==> config.mk <==
export PLATFORM = sky130hd
export DESIGN_NAME = slow_clock_select_and_pmc
export DESIGN_NICKNAME = d
export VERILOG_FILES = /design/src/rtl/clk_ctrl_pkg.sv /design/src/rtl/slow_clock_select_and_pmc.sv
export SDC_FILE = /design/constraint.sdc
export NUM_CORES = 1
export LEC_CHECK = 0
export BUFFER_PORTS_ARGS = -buffer_cell sky130_fd_sc_hd__buf_2
export CAP_MARGIN = 20
export CORE_MARGIN = 2
export CORE_UTILIZATION = 56
export DETAILED_ROUTE_END_ITERATION = 8
export PLACE_DENSITY = 0.83
export SLEW_MARGIN = 20
export SYNTH_ARGS = -nofsm -noshare
export SYNTH_HDL_FRONTEND = slang
export SYNTH_SLANG_ARGS = --single-unit
==> constraint.sdc <==
create_clock -name MCLK -period 5.6 [get_ports MCLK]
set_input_delay 0.28 -clock MCLK [delete_from_list [all_inputs] [get_ports MCLK]]
set_output_delay 0.28 -clock MCLK [all_outputs]
set_load 0.01 [all_outputs]
==> src/rtl/clk_ctrl_pkg.sv <==
// constants and types for the slow clock selector and clock manager
//
// What this block does
// - backup reset: rc on, crystal off, select zero
// - select one moves slow clock to crystal
// - five slow cycles resync before old oscillator off
// - bypass passes external pin clock, crystal disabled
// - select zero moves slow clock back to rc
// - four inputs: usb pll, system pll, slow, main
// - master divider of one, two, three, four
// - ddr clock at twice master clock
// - no ddr clock when master equals processor
// - per-peripheral clocks and two programmable outputs
// - usb full-speed divider is field plus one
// - master field 11 divides three, 01 two
// - usb full-speed input from system or usb pll, divided
// - idle, slow and standby operating modes
// - slow clock settings kept in backup domain
package clk_ctrl_pkg;

  // ****************************************
  // slow clock control reset values
  // ****************************************
  localparam logic       RC_EN_RESET   = 1'b1;
  localparam logic       XTAL_EN_RESET = 1'b0;
  localparam logic       SEL_RESET     = 1'b0;
  localparam logic       BYP_RESET     = 1'b0;
  localparam logic [2:0] RESYNC_EDGES  = 3'h5;

  // ****************************************
  // source and divider encodings
  // ****************************************
  localparam logic [1:0] SRC_SLOW   = 2'h0;
  localparam logic [1:0] SRC_MAIN   = 2'h1;
  localparam logic [1:0] SRC_SYS    = 2'h2;
  localparam logic [1:0] SRC_USB    = 2'h3;
  localparam logic [1:0] MASTER_DIVIDER_FIELD_ONE   = 2'h0;
  localparam logic [1:0] MASTER_DIVIDER_FIELD_TWO   = 2'h1;
  localparam logic [1:0] MASTER_DIVIDER_FIELD_FOUR  = 2'h2;
  localparam logic [1:0] MASTER_DIVIDER_FIELD_THREE = 2'h3;
  localparam int         PERIPH_N   = 32;

  typedef enum logic [1:0] {
    SW_IDLE, SW_PARK, SW_SYNC, SW_LAND
  } swap_e;

  typedef enum logic [1:0] {
    MODE_NORMAL, MODE_IDLE, MODE_SLOW, MODE_STANDBY
  } opmode_e;

endpackage : clk_ctrl_pkg

==> src/rtl/slow_clock_select_and_pmc.sv <==
// slow clock source selector and system clock generator
module slow_clock_select_and_pmc
  import clk_ctrl_pkg::*;
(
  input  wire logic                MCLK,
  input  wire logic                RST,
  input  wire logic                RC_OSC_CLOCK,
  input  wire logic                CRYSTAL_OSC_CLOCK,
  input  wire logic                CRYSTAL_INPUT_PIN,
  input  wire logic                USB_PLL_CLOCK,
  input  wire logic                SYSTEM_PLL_CLOCK,
  input  wire logic                MAIN_CLOCK,
  input  wire logic                SLOW_CTRL_WRITE,
  input  wire logic                RC_OSC_ENABLE_IN,
  input  wire logic                CRYSTAL_OSC_ENABLE_IN,
  input  wire logic                SLOW_SOURCE_SELECT_IN,
  input  wire logic                CRYSTAL_BYPASS_IN,
  input  wire logic [1:0]          SYSTEM_SOURCE,
  input  wire logic [1:0]          PROC_PRESCALE,
  input  wire logic [1:0]          MASTER_DIVIDER_FIELD,
  input  wire logic                USB_FS_SOURCE,
  input  wire logic [3:0]          USB_FS_DIVIDER_FIELD,
  input  wire logic                MODE_WRITE,
  input  wire logic [1:0]          MODE_IN,
  input  wire logic                INTERRUPT_PENDING,
  input  wire logic [PERIPH_N-1:0] PERIPH_CLOCK_ENABLE,
  input  wire logic [1:0]          PROG_CLOCK_ENABLE,
  input  wire logic [3:0]          PROG_CLOCK_SOURCE,
  input  wire logic [3:0]          PROG_CLOCK_PRESCALE,
  output logic                     RC_OSC_ENABLE,
  output logic                     CRYSTAL_OSC_ENABLE,
  output logic                     CRYSTAL_BYPASS,
  output logic                     SLOW_SOURCE_SELECT,
  output logic                     SLOW_SOURCE_ACTIVE,
  output logic                     SLOW_SWITCH_BUSY,
  output logic                     SLOW_CLOCK,
  output logic [1:0]               OPER_MODE,
  output logic                     PROCESSOR_CLOCK,
  output logic                     MASTER_CLOCK,
  output logic                     DDR_CLOCK,
  output logic                     DDR_CLOCK_VALID,
  output logic                     USB_HS_CLOCK,
  output logic                     USB_HOST_FS_CLOCK_48,
  output logic                     USB_HOST_FS_CLOCK_12,
  output logic [PERIPH_N-1:0]      PERIPH_CLOCK,
  output logic                     PROG_CLOCK_OUT_A,
  output logic                     PROG_CLOCK_OUT_B
);
  // ****************************************
  // shared decoding
  // ****************************************
  function automatic logic pick(input logic [1:0] s, input logic [3:0] c);
    pick = c[s];
  endfunction : pick
  function automatic logic prescaled(input logic src, input logic [1:0] p,
                                     input logic [2:0] c);
    prescaled = (p == 2'h0) ? src : c[p - 2'h1];
  endfunction : prescaled

  // ****************************************
  // backup-domain slow clock control
  // ****************************************
  logic rc_en_q, rc_en_d, xt_en_q, xt_en_d;
  logic sel_q, sel_d, byp_q, byp_d;
  always_comb begin
    rc_en_d = rc_en_q;
    xt_en_d = xt_en_q;
    sel_d   = sel_q;
    byp_d   = byp_q;
    if (SLOW_CTRL_WRITE) begin
      rc_en_d = RC_OSC_ENABLE_IN;
      xt_en_d = CRYSTAL_OSC_ENABLE_IN;
      sel_d   = SLOW_SOURCE_SELECT_IN;
      byp_d   = CRYSTAL_BYPASS_IN;
    end
  end
  always_ff @(posedge MCLK or posedge RST) begin
    if (RST) begin
      rc_en_q <= RC_EN_RESET;
      xt_en_q <= XTAL_EN_RESET;
      sel_q   <= SEL_RESET;
      byp_q   <= BYP_RESET;
    end else begin
      rc_en_q <= rc_en_d;
      xt_en_q <= xt_en_d;
      sel_q   <= sel_d;
      byp_q   <= byp_d;
    end
  end

  // ****************************************
  // glitch-free slow source switch
  // ****************************************
  logic       rc_src, xt_src, old_src, new_src;
  logic       rc_prev_q, xt_prev_q, new_prev;
  logic       act_q, act_d, slow_q, slow_d;
  logic [2:0] cnt_q, cnt_d;
  swap_e      sw_q, sw_d;
  assign rc_src   = RC_OSC_CLOCK & rc_en_q;
  // bypass takes the pin clock even with the oscillator off
  assign xt_src   = byp_q ? CRYSTAL_INPUT_PIN
                          : (CRYSTAL_OSC_CLOCK & xt_en_q);
  assign old_src  = act_q ? xt_src : rc_src;
  assign new_src  = act_q ? rc_src : xt_src;
  assign new_prev = act_q ? rc_prev_q : xt_prev_q;
  always_comb begin
    sw_d   = sw_q;
    act_d  = act_q;
    cnt_d  = cnt_q;
    slow_d = 1'b0;
    case (sw_q)
      SW_IDLE: begin
        slow_d = old_src;
        if (sel_q != act_q) begin
          sw_d = SW_PARK;
        end
      end
      SW_PARK: begin
        // hold until old source is low, never cut a high phase
        slow_d = old_src;
        if (!old_src) begin
          slow_d = 1'b0;
          cnt_d  = 3'h0;
          sw_d   = SW_SYNC;
        end
      end
      SW_SYNC: begin
        if (new_src && !new_prev) begin
          cnt_d = cnt_q + 3'h1;
        end
        if (cnt_q == RESYNC_EDGES) begin
          sw_d = SW_LAND;
        end
      end
      SW_LAND: begin
        if (!new_src) begin
          act_d = ~act_q;
          sw_d  = SW_IDLE;
        end
      end
      default: sw_d = SW_IDLE;
    endcase
  end
  always_ff @(posedge MCLK or posedge RST) begin
    if (RST) begin
      sw_q      <= SW_IDLE;
      act_q     <= SEL_RESET;
      cnt_q     <= 3'h0;
      slow_q    <= 1'b0;
      rc_prev_q <= 1'b0;
      xt_prev_q <= 1'b0;
    end else begin
      sw_q      <= sw_d;
      act_q     <= act_d;
      cnt_q     <= cnt_d;
      slow_q    <= slow_d;
      rc_prev_q <= rc_src;
      xt_prev_q <= xt_src;
    end
  end

  // ****************************************
  // operating mode
  // ****************************************
  opmode_e mode_q, mode_d;
  logic    stopped, slow_forced;
  always_comb begin
    mode_d = mode_q;
    if (MODE_WRITE) begin
      mode_d = opmode_e'(MODE_IN);
    end else if (INTERRUPT_PENDING) begin
      case (mode_q)
        MODE_IDLE:    mode_d = MODE_NORMAL;
        MODE_STANDBY: mode_d = MODE_SLOW;
        default:      mode_d = mode_q;
      endcase
    end
  end
  always_ff @(posedge MCLK or posedge RST) begin
    if (RST) begin
      mode_q <= MODE_NORMAL;
    end else begin
      mode_q <= mode_d;
    end
  end
  assign stopped     = (mode_q == MODE_IDLE) || (mode_q == MODE_STANDBY);
  assign slow_forced = (mode_q == MODE_SLOW) || (mode_q == MODE_STANDBY);

  // ****************************************
  // processor, master and ddr clocks
  // ****************************************
  logic       sys_src, sys_prev_q, pck_raw, pck_prev_q;
  logic [1:0] css;
  logic [2:0] pre_q, pre_d, hc_q, hc_d, ratio, hmod;
  logic       pck_d, mck_d, ddr_d, ddr_ok, pck_q, mck_q, ddr_q;
  logic [3:0] srcs;
  assign srcs    = {USB_PLL_CLOCK, SYSTEM_PLL_CLOCK, MAIN_CLOCK, slow_q};
  assign css     = slow_forced ? SRC_SLOW : SYSTEM_SOURCE;
  assign sys_src = pick(css, srcs);
  assign pck_raw = prescaled(sys_src, PROC_PRESCALE, pre_q);
  always_comb begin
    case (MASTER_DIVIDER_FIELD)
      MASTER_DIVIDER_FIELD_ONE:   ratio = 3'h1;
      MASTER_DIVIDER_FIELD_TWO:   ratio = 3'h2;
      MASTER_DIVIDER_FIELD_THREE: ratio = 3'h3;
      default:    ratio = 3'h4;
    endcase
  end
  // hc counts processor half periods over one master period
  always_comb begin
    pre_d = pre_q;
    hc_d  = hc_q;
    if (sys_src && !sys_prev_q) begin
      pre_d = pre_q + 3'h1;
    end
    if (pck_raw != pck_prev_q) begin
      hc_d = ({1'b0, hc_q} + 4'h1 >= {ratio, 1'b0}) ? 3'h0 : hc_q + 3'h1;
    end
    hmod   = (hc_d >= ratio) ? hc_d - ratio : hc_d;
    mck_d  = (ratio == 3'h1) ? pck_raw : (hc_d < ratio);
    ddr_ok = (ratio != 3'h1);
    ddr_d  = ddr_ok && (hmod < ((ratio + 3'h1) >> 1));
    pck_d  = pck_raw && !stopped;
  end
  always_ff @(posedge MCLK or posedge RST) begin
    if (RST) begin
      sys_prev_q <= 1'b0;
      pck_prev_q <= 1'b0;
      pre_q      <= 3'h0;
      hc_q       <= 3'h0;
      pck_q      <= 1'b0;
      mck_q      <= 1'b0;
      ddr_q      <= 1'b0;
    end else begin
      sys_prev_q <= sys_src;
      pck_prev_q <= pck_raw;
      pre_q      <= pre_d;
      hc_q       <= hc_d;
      pck_q      <= pck_d;
      mck_q      <= mck_d;
      ddr_q      <= ddr_d;
    end
  end

  // ****************************************
  // usb clocks
  // ****************************************
  logic       fs_src, fs_prev_q, fs48_q, fs48_d, fs12_q, fs12_d, hs_q;
  logic [3:0] fc_q, fc_d;
  logic [1:0] qc_q, qc_d;
  logic [4:0] fdiv;
  assign fs_src = USB_FS_SOURCE ? SYSTEM_PLL_CLOCK : USB_PLL_CLOCK;
  assign fdiv   = {1'b0, USB_FS_DIVIDER_FIELD} + 5'h1;
  always_comb begin
    fc_d = fc_q;
    qc_d = qc_q;
    if (fs_src && !fs_prev_q) begin
      fc_d = ({1'b0, fc_q} + 5'h1 >= fdiv) ? 4'h0 : fc_q + 4'h1;
    end
    fs48_d = (fdiv == 5'h1) ? fs_src
           : ({1'b0, fc_d} < ((fdiv + 5'h1) >> 1));
    if (fs48_d && !fs48_q) begin
      qc_d = qc_q + 2'h1;
    end
    fs12_d = qc_d[1];
  end
  always_ff @(posedge MCLK or posedge RST) begin
    if (RST) begin
      fs_prev_q <= 1'b0;
      fc_q      <= 4'h0;
      qc_q      <= 2'h0;
      fs48_q    <= 1'b0;
      fs12_q    <= 1'b0;
      hs_q      <= 1'b0;
    end else begin
      fs_prev_q <= fs_src;
      fc_q      <= fc_d;
      qc_q      <= qc_d;
      fs48_q    <= fs48_d;
      fs12_q    <= fs12_d;
      hs_q      <= USB_PLL_CLOCK;
    end
  end

  // ****************************************
  // peripheral and programmable clocks
  // ****************************************
  logic [PERIPH_N-1:0] per_q;
  logic [1:0]          prog_q;
  always_ff @(posedge MCLK or posedge RST) begin
    if (RST) begin
      per_q <= '0;
    end else begin
      per_q <= {PERIPH_N{mck_d}} & PERIPH_CLOCK_ENABLE;
    end
  end
  for (genvar i = 0; i < 2; i++) begin : g_prog
    logic       src, prev_q, out_d;
    logic [2:0] c_q, c_d;
    assign src = pick(PROG_CLOCK_SOURCE[2*i +: 2], srcs);
    always_comb begin
      c_d = (src && !prev_q) ? c_q + 3'h1 : c_q;
      out_d = PROG_CLOCK_ENABLE[i]
            && prescaled(src, PROG_CLOCK_PRESCALE[2*i +: 2], c_q);
    end
    always_ff @(posedge MCLK or posedge RST) begin
      if (RST) begin
        prev_q    <= 1'b0;
        c_q       <= 3'h0;
        prog_q[i] <= 1'b0;
      end else begin
        prev_q    <= src;
        c_q       <= c_d;
        prog_q[i] <= out_d;
      end
    end
  end

  // ****************************************
  // outputs
  // ****************************************
  assign RC_OSC_ENABLE        = rc_en_q;
  assign CRYSTAL_OSC_ENABLE   = xt_en_q;
  assign CRYSTAL_BYPASS       = byp_q;
  assign SLOW_SOURCE_SELECT   = sel_q;
  assign SLOW_SOURCE_ACTIVE   = act_q;
  assign SLOW_SWITCH_BUSY     = (sw_q != SW_IDLE);
  assign SLOW_CLOCK           = slow_q;
  assign OPER_MODE            = mode_q;
  assign PROCESSOR_CLOCK      = pck_q;
  assign MASTER_CLOCK         = mck_q;
  assign DDR_CLOCK            = ddr_q;
  assign DDR_CLOCK_VALID      = (ratio != 3'h1);
  assign USB_HS_CLOCK         = hs_q;
  assign USB_HOST_FS_CLOCK_48 = fs48_q;
  assign USB_HOST_FS_CLOCK_12 = fs12_q;
  assign PERIPH_CLOCK         = per_q;
  assign PROG_CLOCK_OUT_A     = prog_q[0];
  assign PROG_CLOCK_OUT_B     = prog_q[1];
endmodule : slow_clock_select_and_pmc

==> reports/qor.csv <==
stage,metric,value,unit
timing,final setup violating endpoints,0,
cells_and_area,Diodes inserted,0,
synth,Post-synth top cells,"dfrtp_1 (76), inv_1 (39), ha_1 (35), and2_1 (33)",
synth,Post-synth EDFFs,0,
setup_path,WP data arrival,4.24,ns
setup_path,Setup crit end kind,flip-flop,
clocking,Num CTS Buffers,9,
clocking,Longest Clk Path Bufs,2,
setup_path,Critical Path Start Type,flip-flop,
placed_design,DP Area,4649,um2
clocking,clock sink count,77,
clocking,CTS tree,built,
synth,simple-gate share of the synthesized area,13.39,%
grt,first-pass GRT wire length,13190,um
synth,syn_area_per_cell,11.08,um2
synth,syn nets,462,
grt,GRT overflow,0,
timing,"Slew Viols, Final",0,
routing,WL/cell,13.81,um
power_and_ir_drop,leak pwr,2.579,nW
timing,hold_ws,0.1157,ns
worst_hold_path,Hold WC Path Type,in -> reg,
routing,vias per cell,5.041,
routing,via count,2934,
synth,xor-xnor portion of the synthesized cell area,5.266,%
job,max-cap violation count,0,
floorplanning,Die X,87.92,um
synth,mapped cell area,3944,um2
clocking,setup bufs post-CTS,0,
timing,fin crit period,3.986,ns
timing,FMAX,250.9,MHz
synth,adder-cell share of the synthesized area,11.90,%
routing,WL final,8035,um
cells_and_area,share of layout cells above drive strength 1,33.13,%
timing,period utilization,71.17,%
clocking,cts repair resizes,0,
synth,Yosys reg bits,77,
clocking,Root Buffer,clkbuf_8,
cells_and_area,Nets,587,
floorplanning,Placeable Area,6794,um2
timing,"Hold Vio Cnt, Final",0,
cells_and_area,Util after Layout,71.49,%
synth,synth warn,0,
power_and_ir_drop,Max VDD drop,0.2511,mV
routing,DRT iter0 DRCs,140,
synth,Netlist cell types,53,
cells_and_area,post-route cell area,4857,um2
floorplanning,Top-Level Pins,120,
synth,Compound-Gate Fraction of Synth Area,10.69,%
setup_path,r2r setup slk,1.61,ns
timing,unrepaired setup endpoints after global routing,false,
routing,DRT Pass-1 Iters,4,
timing,relative slew slack,29.30,%
synth,largest family of logic cells by synthesized area,simple AND/OR/NAND/NOR gates,
grt,initial antenna violation count,0,
synth,"area leader, netlist",dfrtp_1,
placed_design,HPWL Detailed,6246,um
placed_design,RePlAce Congestion,0.8846,
power_and_ir_drop,pwr dens,508.3,nW/um2
setup_path,crit path kind,reg -> reg,
power_and_ir_drop,Total Power,2.469,mW
timing,setup TNS,0,ns
grt,Overall Global Routing Usage,22.12,%
cells_and_area,synthesis-to-finish area growth,23.16,%
synth,most frequent cell after synthesis,dfrtp_1,
floorplanning,DIE HEIGHT,87.92,um
clocking,hold buffers post-CTS,0,
setup_path,"Max FO, Critical Path",5,
timing,clock skew,0.01556,ns
grt,vias in the first global route,2907,
status,status,finished clean,
synth,Area contributors post-synth,"dfrtp_1 (48%), ha_1 (11%), and2_1 (5.2%)",
synth,Synth Instances,356,
clocking,worst skew pair latency,0.34,ns
placed_design,Buffers on Ports,119,
synth,multiplexer area fraction after synthesis,5.584,%
floorplanning,initial core utilization,58.05,%
floorplanning,Die Footprint,7730,um2
setup_path,Required @ worst endpoint,5.85,ns
routing,remaining antenna violation count after routing,0,
floorplanning,row cnt,30,
synth,Async SR Flop Fraction,100.0,%
synth,register area share after synthesis,48.89,%
grt,pin count of the biggest net entering global routing,78,
clocking,clock slew seen by the registers of the worst setup and hold paths,0.09,ns
clocking,H-tree levels,3,
routing,DR DRC count,0,
synth,Yosys top cell area share,48.22,%
timing,worst-margin pin slew,1.060,ns
synth,Synth Flop Type,dfrtp_1,
[registers in the layout, indices dropped and copies added (netlist names), 2 cells and up]
name	flops
PERIPH_CLOCK	32
g_prog.c_q	6
fc_q	4
cnt_q	3
hc_q	3
pre_q	3
OPER_MODE	2
g_prog.prev_q	2
sw_q	2
[through the flow]
step | setup WS (ns) | std cells
5_1_grt | 1.341 | 582
3_5_place_dp | 1.466 | 566
2_1_floorplan | 1.975 | 356
6_report | 1.614 | 582
3_3_place_gp | 1.690 | 566
4_1_cts | 1.674 | 582
[cell families after synthesis]
family                     Yosys count
and+or+nand+nor                     98
adders and majority gates           37
DFF                                 77
AOI/OAI and AO/OA                   59
xor gates and xnor gates            22
buffers and inverters               45
muxes                               18
[critical path, stage by stage (launching register included)]
cell,delay [ns]
dfrtp_1,0.47
nor3_1,0.07
a31o_2,0.25
o31ai_4,0.28
xor2_2,0.30
nor2b_1,0.10
a31oi_1,0.32
inv_1,0.11
ha_1,0.30
nor2b_1,0.13
o21ai_0,0.14
nand2b_1,0.12
a31o_2,0.23
inv_1,0.12
mux2i_1,0.25
ha_1,0.28
inv_1,0.07
o221ai_1,0.12
a221oi_2,0.24
[cell usage in the layout (no fill, tap or decap), types with 3 or more instances in the layout]
cell      instances
nor2b_1           4
mux2_2            8
and2_1           33
nor3_1            5
and3_1            4
nand3_1           5
a21oi_1          14
nand2b_1         11
o21ai_0          12
clkinv_4          3
buf_2           119
mux2i_1           7
inv_1            38
clkbuf_8         10
nor2_1           16
a22o_1            3
dfrtp_1          76
nand2_1          16
ha_1             35
xnor2_1           9
xor2_1           11
a31oi_1           3
[power by group]
group / switching (mW) / leakage, nW / total, mW / internal (mW)
Clock: 0.207 / 0.107 / 0.428 / 0.221
Combinational: 0.620 / 1.51 / 1.14 / 0.517
Sequential: 0.129 / 0.961 / 0.903 / 0.774
Total: 0.956 / 2.58 / 2.47 / 1.51
[layer usage]
layer / vias up / share of wire, % / global-route usage, %
li1: 1448 / - / -
met3: 13 / 5.0 / 4.336
met2: 101 / 52 / 37.81
met1: 1372 / 41 / 27.85
met4: 0 / 1.5 / 8.392
met5: - / 0 / 0
[path summary, 6_finish.rpt]
| path | startpoint | to | cells past startpoint |
|---|---|---|---|
| setup / recovery | SLOW_CLOCK | DDR_CLOCK | 18 |
| hold / removal | USB_PLL_CLOCK | USB_HS_CLOCK | 1 |
| setup reg to reg | SLOW_CLOCK | DDR_CLOCK | 18 |
| hold reg to reg | OPER_MODE[0] | PROCESSOR_CLOCK | 1 |
| max in group asynchronous | RST | cnt_q[1] | 3 |
| min in group asynchronous | RST | PERIPH_CLOCK[17] | 3 |
[final cells by class]
class                   instances  area (um2)
clock inverters                 6       70.07
flip-flops and latches         77        1928
multi-input cells             234        1851
clock buffers                  10       137.6
repair buffers                120       603.1
well taps                      96       120.1
inverters                      39       147.6
fillers                       504        1937
No activity file was read; power rests on OpenSTA's default activity.
